File: config.mk
export PLATFORM = sky130hd
export DESIGN_NAME = emx_exec
export DESIGN_NICKNAME = d
export VERILOG_FILES = /design/src/shared/emx_pkg.sv /design/src/rtl/emx_sub.sv /design/src/rtl/emx_exec.sv
export SDC_FILE = /design/constraint.sdc
export NUM_CORES = 1
export LEC_CHECK = 0
export CORE_MARGIN = 2
export CORE_UTILIZATION = 50
export DETAILED_ROUTE_END_ITERATION = 12
export DONT_BUFFER_PORTS = 1
export PLACE_DENSITY = 0.73
export SYNTH_ARGS = -nofsm -noshare
export SYNTH_HDL_FRONTEND = slang
export SYNTH_SLANG_ARGS = --single-unit
File: constraint.sdc
create_clock -name mclk -period 3.3 [get_ports mclk]
set_input_delay 0.165 -clock mclk [delete_from_list [all_inputs] [get_ports mclk]]
set_output_delay 0.165 -clock mclk [all_outputs]
set_load 0.1 [all_outputs]
File: src/shared/emx_pkg.sv
// Purpose: Shared constants and types for the extended memory instruction tail.
// Assumes: 8-bit data path, program words of 16 bits.
// Notes:   Flag reset values and cycle counts are held here once.
package emx_pkg;

    // Operations handled by this execution block
    typedef enum logic [3:0] {
        EMX_OP_NONE       = 4'h0,
        EMX_OP_SUB_ACC    = 4'h1, // long_subtract_to_acc
        EMX_OP_SUB_MEM    = 4'h2, // long_subtract_to_mem
        EMX_OP_SWAP_MEM   = 4'h3, // nibble_swap_in_place
        EMX_OP_SWAP_ACC   = 4'h4, // nibble_swap_to_acc
        EMX_OP_SKIP_Z     = 4'h5, // skip_if_zero
        EMX_OP_MOV_SKIP_Z = 4'h6, // move_and_skip_if_zero
        EMX_OP_SKIP_NZ    = 4'h7, // skip_if_nonzero
        EMX_OP_SKIP_BIT_Z = 4'h8, // bit-test skip when bit clear
        EMX_OP_TRD_CUR    = 4'h9, // table_read_current_page
        EMX_OP_TRD_LAST   = 4'hA, // table_read_last_page
        EMX_OP_TRD_INC    = 4'hB, // preinc_table_read
        EMX_OP_TRD_INC_LP = 4'hC, // preinc_table_read_last_page
        EMX_OP_XOR_ACC    = 4'hD, // xor_to_acc
        EMX_OP_XOR_MEM    = 4'hE  // xor_to_mem
    } emx_op_t;

    // Sequencer states, Gray coded along idle -> request -> capture
    typedef enum logic [1:0] {
        EMX_IDLE  = 2'b00,
        EMX_REQ   = 2'b01,
        EMX_CAP   = 2'b11,
        EMX_DUMMY = 2'b10
    } emx_state_t;

    localparam logic [7:0] EMX_ACC_RST  = 8'h00;
    localparam logic [7:0] EMX_TP_RST   = 8'h00;
    localparam logic [7:0] EMX_TBH_RST  = 8'h00;
    localparam logic       EMX_FLAG_RST = 1'b0;
    // Cycles the block is busy after a taken skip and after a table read
    localparam int         EMX_SKIP_BUSY = 1;
    localparam int         EMX_TRD_BUSY  = 2;

endpackage

File: src/rtl/emx_sub.sv
// Purpose: Byte subtractor with the full flag set of the subtract group.
// Assumes: Purely combinational; caller registers the results.
// Notes:   Carry reads as "no borrow", so it is set for a zero or positive difference.
`timescale 1ns/1ps
module emx_sub
    import emx_pkg::*;
(
    input  wire logic [7:0] a,
    input  wire logic [7:0] b,
    output logic      [7:0] diff,
    output logic            c,
    output logic            ac,
    output logic            ov,
    output logic            z,
    output logic            sc,
    output logic            cz
);
    logic [8:0] full;
    logic [4:0] low;

    // Nine-bit difference exposes the borrow out of bit 7
    assign full = {1'b0, a} - {1'b0, b};
    assign low  = {1'b0, a[3:0]} - {1'b0, b[3:0]};
    assign diff = full[7:0];
    assign c    = ~full[8];
    assign ac   = ~low[4];
    // Signed overflow when operand signs differ and result sign follows b
    assign ov   = (a[7] ^ b[7]) & (a[7] ^ full[7]);
    assign z    = (full[7:0] == 8'h00);
    // Signed compare: set when a >= b as signed numbers
    assign sc   = ~(ov ^ full[7]);
    // No carry-in here, so the combined zero equals the plain zero
    assign cz   = (full[7:0] == 8'h00);
endmodule

File: src/rtl/emx_exec.sv
// Purpose: Executes the subtract, swap, skip, table read and XOR instructions.
// Assumes: Operand byte arrives with op_valid; program memory answers one cycle after prog_req.
// Notes:   Accumulator, flags and table pointers live here; core loads accumulator and table pointers via *_we ports.
`timescale 1ns/1ps
// Function
// RQ1 - Subtract to accumulator: acc minus memory byte, all six arithmetic flags updated.
// RQ2 - Carry clears on negative difference, sets on zero or positive.
// RQ3 - Subtract to memory: same difference and flags, stored into the memory byte.
// RQ4 - Swap in place exchanges nibbles of memory byte, flags untouched.
// RQ5 - Swap to accumulator loads swapped byte, memory and flags untouched.
// RQ6 - Zero-test skip skips next instruction when byte is zero, no flags.
// RQ7 - Any taken skip adds one dummy cycle, so skips take two cycles.
// RQ8 - Move-and-skip copies byte to accumulator, skips if zero, no flags.
// RQ9 - Bit-test skip skips when the selected bit is zero.
// RQ10 - Current-page table read: low byte to memory, high byte to latch.
// RQ11 - Last-page table read: same split, address in the last page.
// RQ12 - Pre-increment read bumps pointer low, then reads at full pointer.
// RQ13 - Pre-increment last-page read bumps pointer low, reads last page, no flags.
// RQ14 - XOR to accumulator stores result in accumulator, updates zero flag only.
// RQ15 - XOR to memory stores result in memory byte, updates zero flag only.
// RQ16 - Nonzero-test skip skips when byte is nonzero, two cycles when skipping.
// RQ17 - Non-skip, non-table operations finish in one cycle, results at its end.
module emx_exec
    import emx_pkg::*;
#(
    parameter int DA_W = 9,   // Data memory address width
    parameter int PA_W = 14   // Program memory address width
) (
    input  wire logic            mclk,
    input  wire logic            rst_n,
    input  wire logic            op_valid,
    input  wire emx_op_t         op_code,
    input  wire logic [DA_W-1:0] op_addr,
    input  wire logic [2:0]      bit_sel,
    input  wire logic [7:0]      mem_rdata,
    input  wire logic [15:0]     prog_rdata,
    input  wire logic [PA_W-9:0] pc_page,
    input  wire logic            acc_we,
    input  wire logic [7:0]      acc_wdata,
    input  wire logic            tp_low_we,
    input  wire logic            tp_high_we,
    input  wire logic [7:0]      tp_wdata,
    output logic                 op_ready,
    output logic                 mem_we,
    output logic [DA_W-1:0]      mem_addr,
    output logic [7:0]           mem_wdata,
    output logic                 prog_req,
    output logic [PA_W-1:0]      prog_addr,
    output logic                 skip,
    output logic [7:0]           accumulator,
    output logic                 overflow_flag,
    output logic                 zero_flag,
    output logic                 aux_carry_flag,
    output logic                 carry_flag,
    output logic                 signed_compare_flag,
    output logic                 combined_zero_flag,
    output logic [7:0]           table_pointer_low,
    output logic [7:0]           table_pointer_high,
    output logic [7:0]           table_high_latch
);
    // Elaboration check: page field needs at least one bit, pointer at most 16
    if (PA_W < 9 || PA_W > 16 || DA_W < 1) begin : g_chk
        $error("emx_exec: unsupported address widths");
    end

    emx_state_t state;
    emx_state_t next_state;
    logic [7:0] sub_diff;
    logic       sub_c, sub_ac, sub_ov, sub_z, sub_sc, sub_cz;
    logic [7:0] swapped;
    logic [7:0] xor_res;
    logic [7:0] tp_inc;
    logic       take;
    logic       skip_cond;
    logic       is_trd;
    logic       is_sub;
    logic       is_xor;

    emx_sub u_sub (
        .a    (accumulator),
        .b    (mem_rdata),
        .diff (sub_diff),
        .c    (sub_c),
        .ac   (sub_ac),
        .ov   (sub_ov),
        .z    (sub_z),
        .sc   (sub_sc),
        .cz   (sub_cz)
    );

    // Operand decode shared by several processes
    assign take    = op_valid & op_ready;
    assign swapped = {mem_rdata[3:0], mem_rdata[7:4]};
    assign xor_res = accumulator ^ mem_rdata;
    assign tp_inc  = table_pointer_low + 8'h01;
    assign is_sub  = (op_code == EMX_OP_SUB_ACC) || (op_code == EMX_OP_SUB_MEM);
    assign is_xor  = (op_code == EMX_OP_XOR_ACC) || (op_code == EMX_OP_XOR_MEM);
    assign is_trd  = (op_code == EMX_OP_TRD_CUR) || (op_code == EMX_OP_TRD_LAST)
                  || (op_code == EMX_OP_TRD_INC) || (op_code == EMX_OP_TRD_INC_LP);

    // Skip conditions for all four skip forms
    always_comb begin
        unique case (op_code)
            // RQ6 zero test
            EMX_OP_SKIP_Z:     skip_cond = (mem_rdata == 8'h00);
            // RQ8 move and test
            EMX_OP_MOV_SKIP_Z: skip_cond = (mem_rdata == 8'h00);
            // RQ16 nonzero test
            EMX_OP_SKIP_NZ:    skip_cond = (mem_rdata != 8'h00);
            // RQ9 bit test
            EMX_OP_SKIP_BIT_Z: skip_cond = ~mem_rdata[bit_sel];
            default:           skip_cond = 1'b0;
        endcase
    end

    // Ready only while idle; a busy core holds the next instruction
    // RQ17 ready when idle
    assign op_ready = (state == EMX_IDLE);

    // Sequencer: table reads need request and capture, taken skips a dummy cycle
    always_comb begin
        next_state = state;
        unique case (state)
            EMX_IDLE: begin
                if (take && is_trd) begin
                    next_state = EMX_REQ;
                // RQ7 insert dummy cycle
                end else if (take && skip_cond) begin
                    next_state = EMX_DUMMY;
                end
            end
            EMX_REQ:   next_state = EMX_CAP;
            EMX_CAP:   next_state = EMX_IDLE;
            EMX_DUMMY: next_state = EMX_IDLE;
        endcase
    end

    always_ff @(posedge mclk or negedge rst_n) begin
        if (!rst_n) begin
            state <= EMX_IDLE;
        end else begin
            state <= next_state;
        end
    end

    // Skip pulse is registered so the fetch unit sees it with the dummy cycle
    always_ff @(posedge mclk or negedge rst_n) begin
        if (!rst_n) begin
            skip <= 1'b0;
        end else begin
            skip <= take & skip_cond;
        end
    end

    // Accumulator: core loads win only when no instruction writes it
    always_ff @(posedge mclk or negedge rst_n) begin
        if (!rst_n) begin
            accumulator <= EMX_ACC_RST;
        end else if (take && op_code == EMX_OP_SUB_ACC) begin
            // RQ1 difference to acc
            accumulator <= sub_diff;
        end else if (take && op_code == EMX_OP_SWAP_ACC) begin
            // RQ5 swapped to acc
            accumulator <= swapped;
        end else if (take && op_code == EMX_OP_MOV_SKIP_Z) begin
            // RQ8 copy to acc
            accumulator <= mem_rdata;
        end else if (take && op_code == EMX_OP_XOR_ACC) begin
            // RQ14 xor to acc
            accumulator <= xor_res;
        end else if (acc_we) begin
            accumulator <= acc_wdata;
        end
    end

    // Arithmetic flags; swaps, skips and table reads leave them alone
    always_ff @(posedge mclk or negedge rst_n) begin
        if (!rst_n) begin
            overflow_flag       <= EMX_FLAG_RST;
            zero_flag           <= EMX_FLAG_RST;
            aux_carry_flag      <= EMX_FLAG_RST;
            carry_flag          <= EMX_FLAG_RST;
            signed_compare_flag <= EMX_FLAG_RST;
            combined_zero_flag  <= EMX_FLAG_RST;
        end else if (take && is_sub) begin
            // RQ1 RQ3 subtract flags
            overflow_flag       <= sub_ov;
            zero_flag           <= sub_z;
            aux_carry_flag      <= sub_ac;
            // RQ2 carry is no-borrow
            carry_flag          <= sub_c;
            signed_compare_flag <= sub_sc;
            combined_zero_flag  <= sub_cz;
        end else if (take && is_xor) begin
            // RQ14 RQ15 zero only
            zero_flag <= (xor_res == 8'h00);
        end
    end

    // Memory write port; table reads write in the capture cycle
    always_ff @(posedge mclk or negedge rst_n) begin
        if (!rst_n) begin
            mem_we    <= 1'b0;
            mem_addr  <= '0;
            mem_wdata <= 8'h00;
        end else begin
            mem_we <= 1'b0;
            if (take) begin
                mem_addr <= op_addr; // Held for the table read capture
            end
            if (take && op_code == EMX_OP_SUB_MEM) begin
                // RQ3 difference to memory
                mem_we    <= 1'b1;
                mem_wdata <= sub_diff;
            end else if (take && op_code == EMX_OP_SWAP_MEM) begin
                // RQ4 swap in place
                mem_we    <= 1'b1;
                mem_wdata <= swapped;
            end else if (take && op_code == EMX_OP_XOR_MEM) begin
                // RQ15 xor to memory
                mem_we    <= 1'b1;
                mem_wdata <= xor_res;
            end else if (state == EMX_CAP) begin
                // RQ10 RQ11 low byte out
                mem_we    <= 1'b1;
                mem_wdata <= prog_rdata[7:0];
            end
        end
    end

    // Table pointers: pre-increment happens on acceptance, before the fetch
    always_ff @(posedge mclk or negedge rst_n) begin
        if (!rst_n) begin
            table_pointer_low  <= EMX_TP_RST;
            table_pointer_high <= EMX_TP_RST;
        end else begin
            // RQ12 RQ13 increment first
            if (take && (op_code == EMX_OP_TRD_INC || op_code == EMX_OP_TRD_INC_LP)) begin
                table_pointer_low <= tp_inc;
            end else if (tp_low_we) begin
                table_pointer_low <= tp_wdata;
            end
            if (tp_high_we) begin
                table_pointer_high <= tp_wdata;
            end
        end
    end

    // Program address formed from the pointer value the fetch must use
    always_ff @(posedge mclk or negedge rst_n) begin
        if (!rst_n) begin
            prog_req  <= 1'b0;
            prog_addr <= '0;
        end else begin
            prog_req <= take & is_trd;
            if (take) begin
                unique case (op_code)
                    // RQ10 current page
                    EMX_OP_TRD_CUR:    prog_addr <= {pc_page, table_pointer_low};
                    // RQ11 last page
                    EMX_OP_TRD_LAST:   prog_addr <= {{(PA_W-8){1'b1}}, table_pointer_low};
                    // RQ12 full pointer
                    EMX_OP_TRD_INC: begin
                        prog_addr <= PA_W'({table_pointer_high, tp_inc});
                    end
                    // RQ13 last page after increment
                    EMX_OP_TRD_INC_LP: prog_addr <= {{(PA_W-8){1'b1}}, tp_inc};
                    default:           prog_addr <= prog_addr;
                endcase
            end
        end
    end

    // High byte of the fetched word; a hazard-free load since the core is stalled
    always_ff @(posedge mclk or negedge rst_n) begin
        if (!rst_n) begin
            table_high_latch <= EMX_TBH_RST;
        end else if (state == EMX_CAP) begin
            // RQ10 RQ11 high byte latch
            table_high_latch <= prog_rdata[15:8];
        end
    end
endmodule

======== Word-level counts from Yosys, hierarchy flattened ========
Cells that the tools add are included.
storage, ports and cells
  flip-flop bits (word level) ............. 74
  bits in latches ......................... 0
  bits in writable memories ............... 0
  memory bits (read-only) ................. 0
  input bits .............................. 68
  output and inout bits ................... 73
  memories ................................ 0
operators by class
  $add $sub $neg .......................... 3
  $mul .................................... 0
  divide/modulo/power cells ............... 0
  order comparisons ....................... 1
  equality and inequality tests ........... 18
  shift operators ......................... 0
  multiplexer cells ....................... 24
  bitwise operators ....................... 12
  reduce and logical (&&, ||, !) cells .... 31
operator list
  cell                   count
  $mux W8                11
  $pmux W14 S4           1
  $eq A4 B4 Y1 const B   7
  $logic_not A8 Y1       3
  $eq A4 B3 Y1 const B   4
  $logic_and A1 B1 Y1    12
  $sub A8 B8 Y9          1
  $add A8 B1 Y8 const B  1
  $eq A4 B2 Y1 const B   2
  $reduce_bool A4 Y1     2
  $reduce_bool A8 Y1     1
  $xor A8 B8 Y8          1
  $mux W1                7
  $logic_or A1 B1 Y1     6
  $pmux W2 S3            1
  $reduce_bool A5 Y1     1
  $sub A4 B4 Y5          1
  $and A1 B1 Y1          4
  $eq A2 B2 Y1 const B   2
  $eq A4 B1 Y1 const B   1
  $lt A3 B4 Y1 const B   1
  $mux W2                2
  $not A1 Y1             4
  $reduce_bool A2 Y1     2
  8 further kinds        11

======== Longest topological paths before layout ========
Gate-level depths: netlist of run 1.
  word-level depth ........................ 8
  gate-level depth with buffers ........... 12

======== Hierarchy ========
From an unflattened synthesis of run 1, not the netlist that was laid out.
unflattened totals
  cells, all modules ...................... 498
  area, all modules ....................... 4749.6 um^2
modules (own cells, without submodules)
  module    times used  cells an instance  area each (um^2)  seq. area each (um^2)
  emx_exec  1           442                4337.9            1851.8
  emx_sub   1           56                 411.6             0.0

======== Least setup slack after synthesis of run 1 ========
OpenSTA, ideal clock, no wires.
  path kind ............................... register to register
  from .................................... register accumulator[3]
  to ...................................... register zero_flag
  library setup time ...................... 0.083 ns
  data arrival time ....................... 3.481 ns
  required time ........................... 3.217 ns
  setup slack ............................. -0.264 ns
  cell stages (with the launch flop) ...... 12
  path buffers ............................ 1
  period minus slack after synthesis ...... 3.564 ns
  cell sequence ........................... dfrtp_1 > ha_1 > clkbuf_1 > o21ai_0 > a21oi_1 > o311ai_0 > nand2_1 > a21o_1 > fa_1 > nor4_1 > nand4_1 > o21ai_0
on the way
  cells in the longest elaborated chain, start to end .. 4
RTL lines
  element                                                line             source
  start: declaration                                     emx_exec.sv:50   output logic [7:0] accumulator,
  start signal: assignment                               emx_exec.sv:161  accumulator <= sub_diff;
  start signal: assignment                               emx_exec.sv:164  accumulator <= swapped;
  start signal: assignment                               emx_exec.sv:167  accumulator <= mem_rdata;
  branches (longest 3 deep; another with $sub A8 B8 Y9)  -
  $mux W1 (*)                                            emx_exec.sv:185  end else if (take && is_sub) begin
  end signal: assignment                                 emx_exec.sv:188  zero_flag <= sub_z;
  end signal: assignment                                 emx_exec.sv:196  zero_flag <= (xor_res == 8'h00);
  end: declaration                                       emx_exec.sv:52   output logic zero_flag,
Mark *: on every way between the ends. The select of a mux whose other input is x is not followed.
A chain may end at the register's enable or synchronous reset.

======== Worst setup path in the final report of run 1 ========
  from .................................... register accumulator[1]
  to ...................................... register zero_flag
Same word-level chain as after synthesis.

==> impl_metrics.json, run 1 <==
{
  "seq_power_share_pct": 61.6,
  "clock.fmax_mhz": 329.8,
  "cts.clk_slew.worst_paths_ns": 0.09,
  "ir_drop_v": 0.0006232,
  "slew_viol_final": 0,
  "rsz0062_at_grt": "no",
  "syn_nets": 554,
  "yosysTopAreaCellShare_pct": 42.43,
  "vias": 4000,
  "num_rows": 34,
  "cp_max_fo": 4,
  "async_reset_ff_share_pct": 100.0,
  "firstDrtPassIters": 5,
  "htree_levels": 3,
  "first_iter_violations": 319,
  "setup_viol": 0,
  "routed_via_density": 6.289,
  "cpPeakStageDelay_ns": 0.53,
  "setup.worst_path.start": "accumulator[1]",
  "grt_overflow_total": 0,
  "worst_slew_pin_slew_ns": 1.068,
  "min_period_ns": 3.032,
  "antenna_found_initial": 0,
  "netlist_top_cells_count": "dfrtp_1, nand2_1, nor2_1, o21ai_0, inv_1",
  "max_cap_viol_count": 0,
  "multi_input_area_um2": 2349,
  "crit_family": "compound AO/OA/AOI/OAI gates",
  "hold_violations": 0,
  "post-route-period-util_pct": 91.89,
  "ff_latch_area_um2": 1857,
  "routed_wirelength_um": 13690,
  "power_density_nw_per_um2": 1109,
  "max_slew_margin_pct": 28.73,
  "synth_cells": 475,
  "critPathBufInv": 0,
  "pwr-share-comb_pct": 24.0,
  "leakage_nw": 2.321,
  "place_inst": 580,
  "start_util_pct": 50.79,
  "synth_area_per_cell_um2": 9.188,
  "cts_sinks": 74,
  "cts_buffers": 9,
  "timing.hold.ws_ns": 0.02012,
  "die_w_um": 97.43,
  "worstPathRequired_ns": 3.56,
  "p_sw_w": 0.003676,
  "start_kind": "flop",
  "outcome": "finished clean",
  "die_area_um2": 9492,
  "grt_max_degree": 75,
  "yosys_warnings": 0,
  "layout.nets": 602,
  "hpwl_um": 9583,
  "whs_path_depth": 2,
  "hold_path_end": "accumulator[7]",
  "cts_tree": "done",
  "ys_types": 65,
  "crit_arrival_ns": 3.29,
  "clockBufferDepth": 2,
  "min-delay-path-class": "in -> reg",
  "swShare_pct": 63.42,
  "drive_gt1_share_pct": 14.20,
  "synth_edf_count": 0,
  "rr_endpoint": "zero_flag",
  "post-synth-top-count-cell": "dfrtp_1",
  "syn_area_um2": 4364,
  "reg2regPathDepth": 10,
  "ys_ff_latch": 74,
  "cp_slowest_cell": "fa_1",
  "p_int_w": 0.002120,
  "worstSetupPathType": "reg -> reg",
  "drc": 0,
  "post-cts-setup-buffers": 0,
  "portBuffers": 0,
  "areaGrowthSynthToFinish_pct": 19.75,
  "r2r-start": "accumulator[1]",
  "fill_cells": 739,
  "insertion_delay_ns": 0.36,
  "r2r_slack_ns": 0.27,
  "power_frac_clock_pct": 14.4,
  "finalClockSkew_ns": 0.01307,
  "n_antenna_cell": 0,
  "synth.area.top_cells": "dfrtp_1, nand2_1, mux2_2",
  "hp-start": "mem_rdata[7]",
  "fin_cells": 636,
  "grt_util_all_layers_pct": 29.38,
  "path_cells": "ha_1 > nand2b_1 > a21oi_1 > o311ai_0 > nand2_1 > a21o_1 > fa_1 > nor4_2 > nand4_1 > o21ai_0",
  "end_kind": "flop",
  "routedWlPerCell_um": 21.52,
  "synthFlopType": "dfrtp_1",
  "core_um2": 8593,
  "gp_congestion": 1.011,
  "yosysSeqAreaShare_pct": 42.43,
  "grt_pass1_vias": 4058,
  "yosys.area.top_type": "dfrtp_1",
  "cts_root_buf": "clkbuf_8",
  "setup_tns_ns": 0,
  "die_height_um": 97.43,
  "grt_first_pass_wirelength_um": 22040,
  "num_io_pins": 141,
  "final_antenna_net_count": 0
}
kinds of logic after synthesis:
group,after synthesis,synth area share (%)
AO/OA/AOI/OAI,125,19.38
XOR/XNOR,15,3.010
adder cells (fa/ha/maj),11,3.498
buffers and inverters,45,4.071
flip-flops,74,42.43
multiplexers,33,8.629
AND/OR/NAND/NOR,172,18.98
worst register-to-register path: cells and delay by family (launching register included):
| family | cells | cell delay (ns) |
|---|---|---|
| and+or+nand+nor | 4 | 0.73 |
| DFF | 1 | 0.42 |
| AOI/OAI and AO/OA | 4 | 0.93 |
| adders and majority gates | 2 | 0.87 |
how the worst max path moves through the flow:
stage	end	cells after the start
after floorplan	zero_flag	11
after global placement	zero_flag	10
after detailed placement	zero_flag	10
after CTS	zero_flag	10
after global routing	zero_flag	10
final	zero_flag	10
sequential cells by signal, indices dropped and copies added (netlist names), 2 cells and up:
register            cells
prog_addr              14
mem_addr                9
table_high_latch        8
state                   2
table_pointer_low       8
accumulator             8
table_pointer_high      8
mem_wdata               8
metrics by stage:
step | instance area [µm²] | util (%) | worst slack [ns] | power [W]
floorplan | 4369 | - | 0.03665 | 0.004539
global placement | 4571 | 53.19 | 0.4405 | 0.004850
detailed placement | 4571 | 53.19 | 0.2755 | 0.004890
CTS | 5210 | 60.63 | 0.2374 | 0.005788
global route | 5226 | 60.82 | 0.007737 | 0.006007
finish | 5226 | 60.82 | 0.2676 | 0.005797
layer usage:
| metal | global-route usage, % | part of all wire (%) |
|---|---|---|
| met3 | 8.705 | 10 |
| met1 | 37.18 | 38 |
| met4 | 8.974 | 2.7 |
| met2 | 48.75 | 48 |
| met5 | 0 | 0 |
power by group through the flow:
stage / clock [W] / combinational [W] / sequential (W)
2_1_floorplan: 0 / 0.000784 / 0.00376
3_3_place_gp: 0 / 0.00128 / 0.00357
3_5_place_dp: 0 / 0.00131 / 0.00358
4_1_cts: 0.000849 / 0.00137 / 0.00357
5_1_grt: 0.000887 / 0.00152 / 0.00360
6_report: 0.000834 / 0.00139 / 0.00357
cell type report:
type / count / area share [%]
clock buffers: 9 / 2.370
clock inverters: 7 / 2.059
inverters: 21 / 1.508
well taps: 108 / 2.586
repair buffers: 61 / 11.01
multi-input cells: 356 / 44.94
flip-flops and latches: 74 / 35.53
layout by cell type (no fill, tap or decap), drive strengths merged, types with 4 or more instances in the layout:
master,synthesis,routed
a211oi,16,16
a21o,4,4
a21oi,17,17
a22oi,4,4
a31oi,6,6
and3,8,8
buf,9,22
clkbuf,15,9
dfrtp,74,74
dlygate4sd3,0,39
ha,9,9
inv,20,24
mux2,17,17
mux2i,14,14
nand2,64,64
nand3,16,16
nand3b,5,5
nand4,6,6
nor2,43,43
nor4,4,4
o211ai,4,4
o21ai,33,33
o22ai,4,4
o31ai,8,8
xnor2,9,9
xor2,6,6
repair_timing:
item,CTS,global route
hold buffers,39,1
resized for setup,0,1
endpoints found under the hold margin,108,1
endpoints found under the setup margin,0,1
Note: power is estimated with default switching activity, not from simulation.
==> inputs of run 2 (changes only) <==
Settings changed: BUFFER_PORTS_ARGS from default to -buffer_cell sky130_fd_sc_hd__clkbuf_2, CORE_MARGIN 2 to 5, DONT_BUFFER_PORTS 1 to default, PLACE_DENSITY 0.73 to 0.87.
==> impl_metrics.json, run 2 (same netlist as run 1, synthesis figures left out) <==
{
  "grt_pass1_vias": 4250,
  "num_rows": 34,
  "pwr-share-comb_pct": 63.6,
  "power_density_nw_per_um2": 1100,
  "r2r_slack_ns": 0.16,
  "num_io_pins": 141,
  "setup_viol": 0,
  "areaGrowthSynthToFinish_pct": 23.91,
  "portBuffers": 140,
  "path_cells": "ha_1 > nand2b_1 > a21oi_1 > o311ai_0 > nand2_1 > a21o_1 > fa_1 > nor4_1 > nand4_1 > o21ai_0",
  "cts_root_buf": "clkbuf_8",
  "ir_drop_v": 0.0008798,
  "routedWlPerCell_um": 19.00,
  "hpwl_um": 10680,
  "start_kind": "flop",
  "power_frac_clock_pct": 11.9,
  "routed_wirelength_um": 13820,
  "drive_gt1_share_pct": 31.99,
  "grt_max_degree": 75,
  "crit_end": "zero_flag",
  "setup.worst_path.start": "accumulator[1]",
  "die_w_um": 103.4,
  "timing.hold.ws_ns": 0.01981,
  "core_um2": 8593,
  "max_cap_viol_count": 0,
  "min-delay-path-class": "in -> reg",
  "total_power_w": 0.005948,
  "grt_first_pass_wirelength_um": 21690,
  "max_slew_margin_pct": 35.31,
  "met3_length_um": 1294,
  "firstDrtPassIters": 5,
  "hold_violations": 0,
  "swShare_pct": 62.62,
  "gp_congestion": 0.9811,
  "layout_commonest_cell": "clkbuf_2",
  "multi_input_area_um2": 2340,
  "insertion_delay_ns": 0.34,
  "reg2regPathDepth": 10,
  "cpPeakStageDelay_ns": 0.53,
  "final_antenna_net_count": 0,
  "layout_common_cells": "clkbuf_2, dfrtp_1, nand2_1",
  "whs_path_depth": 3,
  "start_util_pct": 50.79,
  "post-route-period-util_pct": 95.12,
  "wl_met1_um": 5447,
  "place_ws_ns": 0.2727,
  "fill_cells": 752,
  "die_area_um2": 10700,
  "vias": 4290,
  "cts_hold_buf": 4,
  "htree_levels": 3,
  "cp_max_fo": 4,
  "seq_power_share_pct": 24.5,
  "cp_slowest_cell": "fa_1",
  "reg_top3": "prog_addr (14), mem_addr (9)",
  "regMostFlops": "prog_addr",
  "worst_slack_ns": 0.1610,
  "p_sw_w": 0.003725,
  "first_iter_violations": 217,
  "finalClockSkew_ns": 0.009348,
  "r2r-start": "accumulator[1]",
  "routed_via_density": 5.901,
  "grt_util_all_layers_pct": 26.12,
  "crit_arrival_ns": 3.41,
  "p_int_w": 0.002224,
  "worst_slew_pin_slew_ns": 0.9703,
  "cts.clk_slew.worst_paths_ns": 0.09,
  "layout.nets": 693,
  "min_period_ns": 3.139,
  "post-cts-setup-buffers": 0,
  "rsz0062_at_grt": "no",
  "top_layer_used": "met4",
  "worstSetupPathType": "reg -> reg",
  "cts_tree": "done",
  "leakage_nw": 2.659,
  "n_antenna_cell": 0,
  "outcome": "finished clean",
  "grt_overflow_total": 0,
  "end_kind": "flop",
  "worstPathRequired_ns": 3.57,
  "cts_buffers": 9,
  "clockBufferDepth": 2,
  "clock.fmax_mhz": 318.6,
  "antenna_found_initial": 0,
  "largest_reg_flops": 14,
  "die_height_um": 103.4,
  "drc": 0,
  "rr_endpoint": "zero_flag",
  "wl_met2_um": 6787,
  "slew_viol_final": 0,
  "cts_resized": 0,
  "setup_tns_ns": 0,
  "cts_sinks": 74,
  "ff_latch_area_um2": 1857
}
[run 2: cell types whose count changed in the layout (fill, tap and decap cells not counted), sizes merged]
cell	before	now
clkinvlp	1	3
clkinv	1	2
dlygate4sd3	39	4
inv	24	21
buf	22	9
bufinv	2	1
clkbuf	9	149
[run 2: cell type report]
class	instances	share of cell area (%)
multi-input combinational	356	43.27
sequential	74	34.34
timing repair buffer	152	14.85
tap	108	2.499
clock buffer	10	2.360
inverter	21	1.458
clock inverter	6	1.226
[run 2: worst max-delay path: cells and delay by family (launching register included)]
kind | cells | cell delay (ns)
adders and majority gates | 2 | 0.87
AOI/OAI and AO/OA | 4 | 0.91
and+or+nand+nor | 4 | 0.85
DFF | 1 | 0.44
[run 2: metal layers]
| layer | global-route usage, % | vias up |
|---|---|---|
| li1 | - | 2008 |
| met5 | 0 | - |
| met1 | 33.33 | 2053 |
| met3 | 6.573 | 23 |
| met2 | 43.43 | 206 |
| met4 | 8.466 | 0 |
[run 2: worst min path at each step]
stage                    start             end  slack (ns)
floorplan                rst_n  accumulator[0]       -0.13
global placement    op_addr[7]     mem_addr[7]        0.36
detailed placement  op_addr[4]     mem_addr[4]        0.36
CTS                 op_addr[8]     mem_addr[8]       0.005
global route        op_addr[5]     mem_addr[5]       0.002
finish              op_addr[0]     mem_addr[0]        0.02
[run 2: through the flow]
stage	utilization, %	instances	area [µm²]
6_report	62.93	727	5408
3_3_place_gp	60.21	707	5174
4_1_cts	62.93	727	5408
2_1_floorplan	-	475	4369
5_1_grt	62.93	727	5408
3_5_place_dp	60.21	707	5174
[run 2: power groups by stage]
stage	clock (W)	sequential [W]	combinational, W
2_1_floorplan	0	0.00376	0.000784
3_3_place_gp	0	0.00145	0.00376
3_5_place_dp	0	0.00147	0.00379
4_1_cts	0.000722	0.00146	0.00379
5_1_grt	0.000762	0.00150	0.00394
6_report	0.000708	0.00146	0.00379
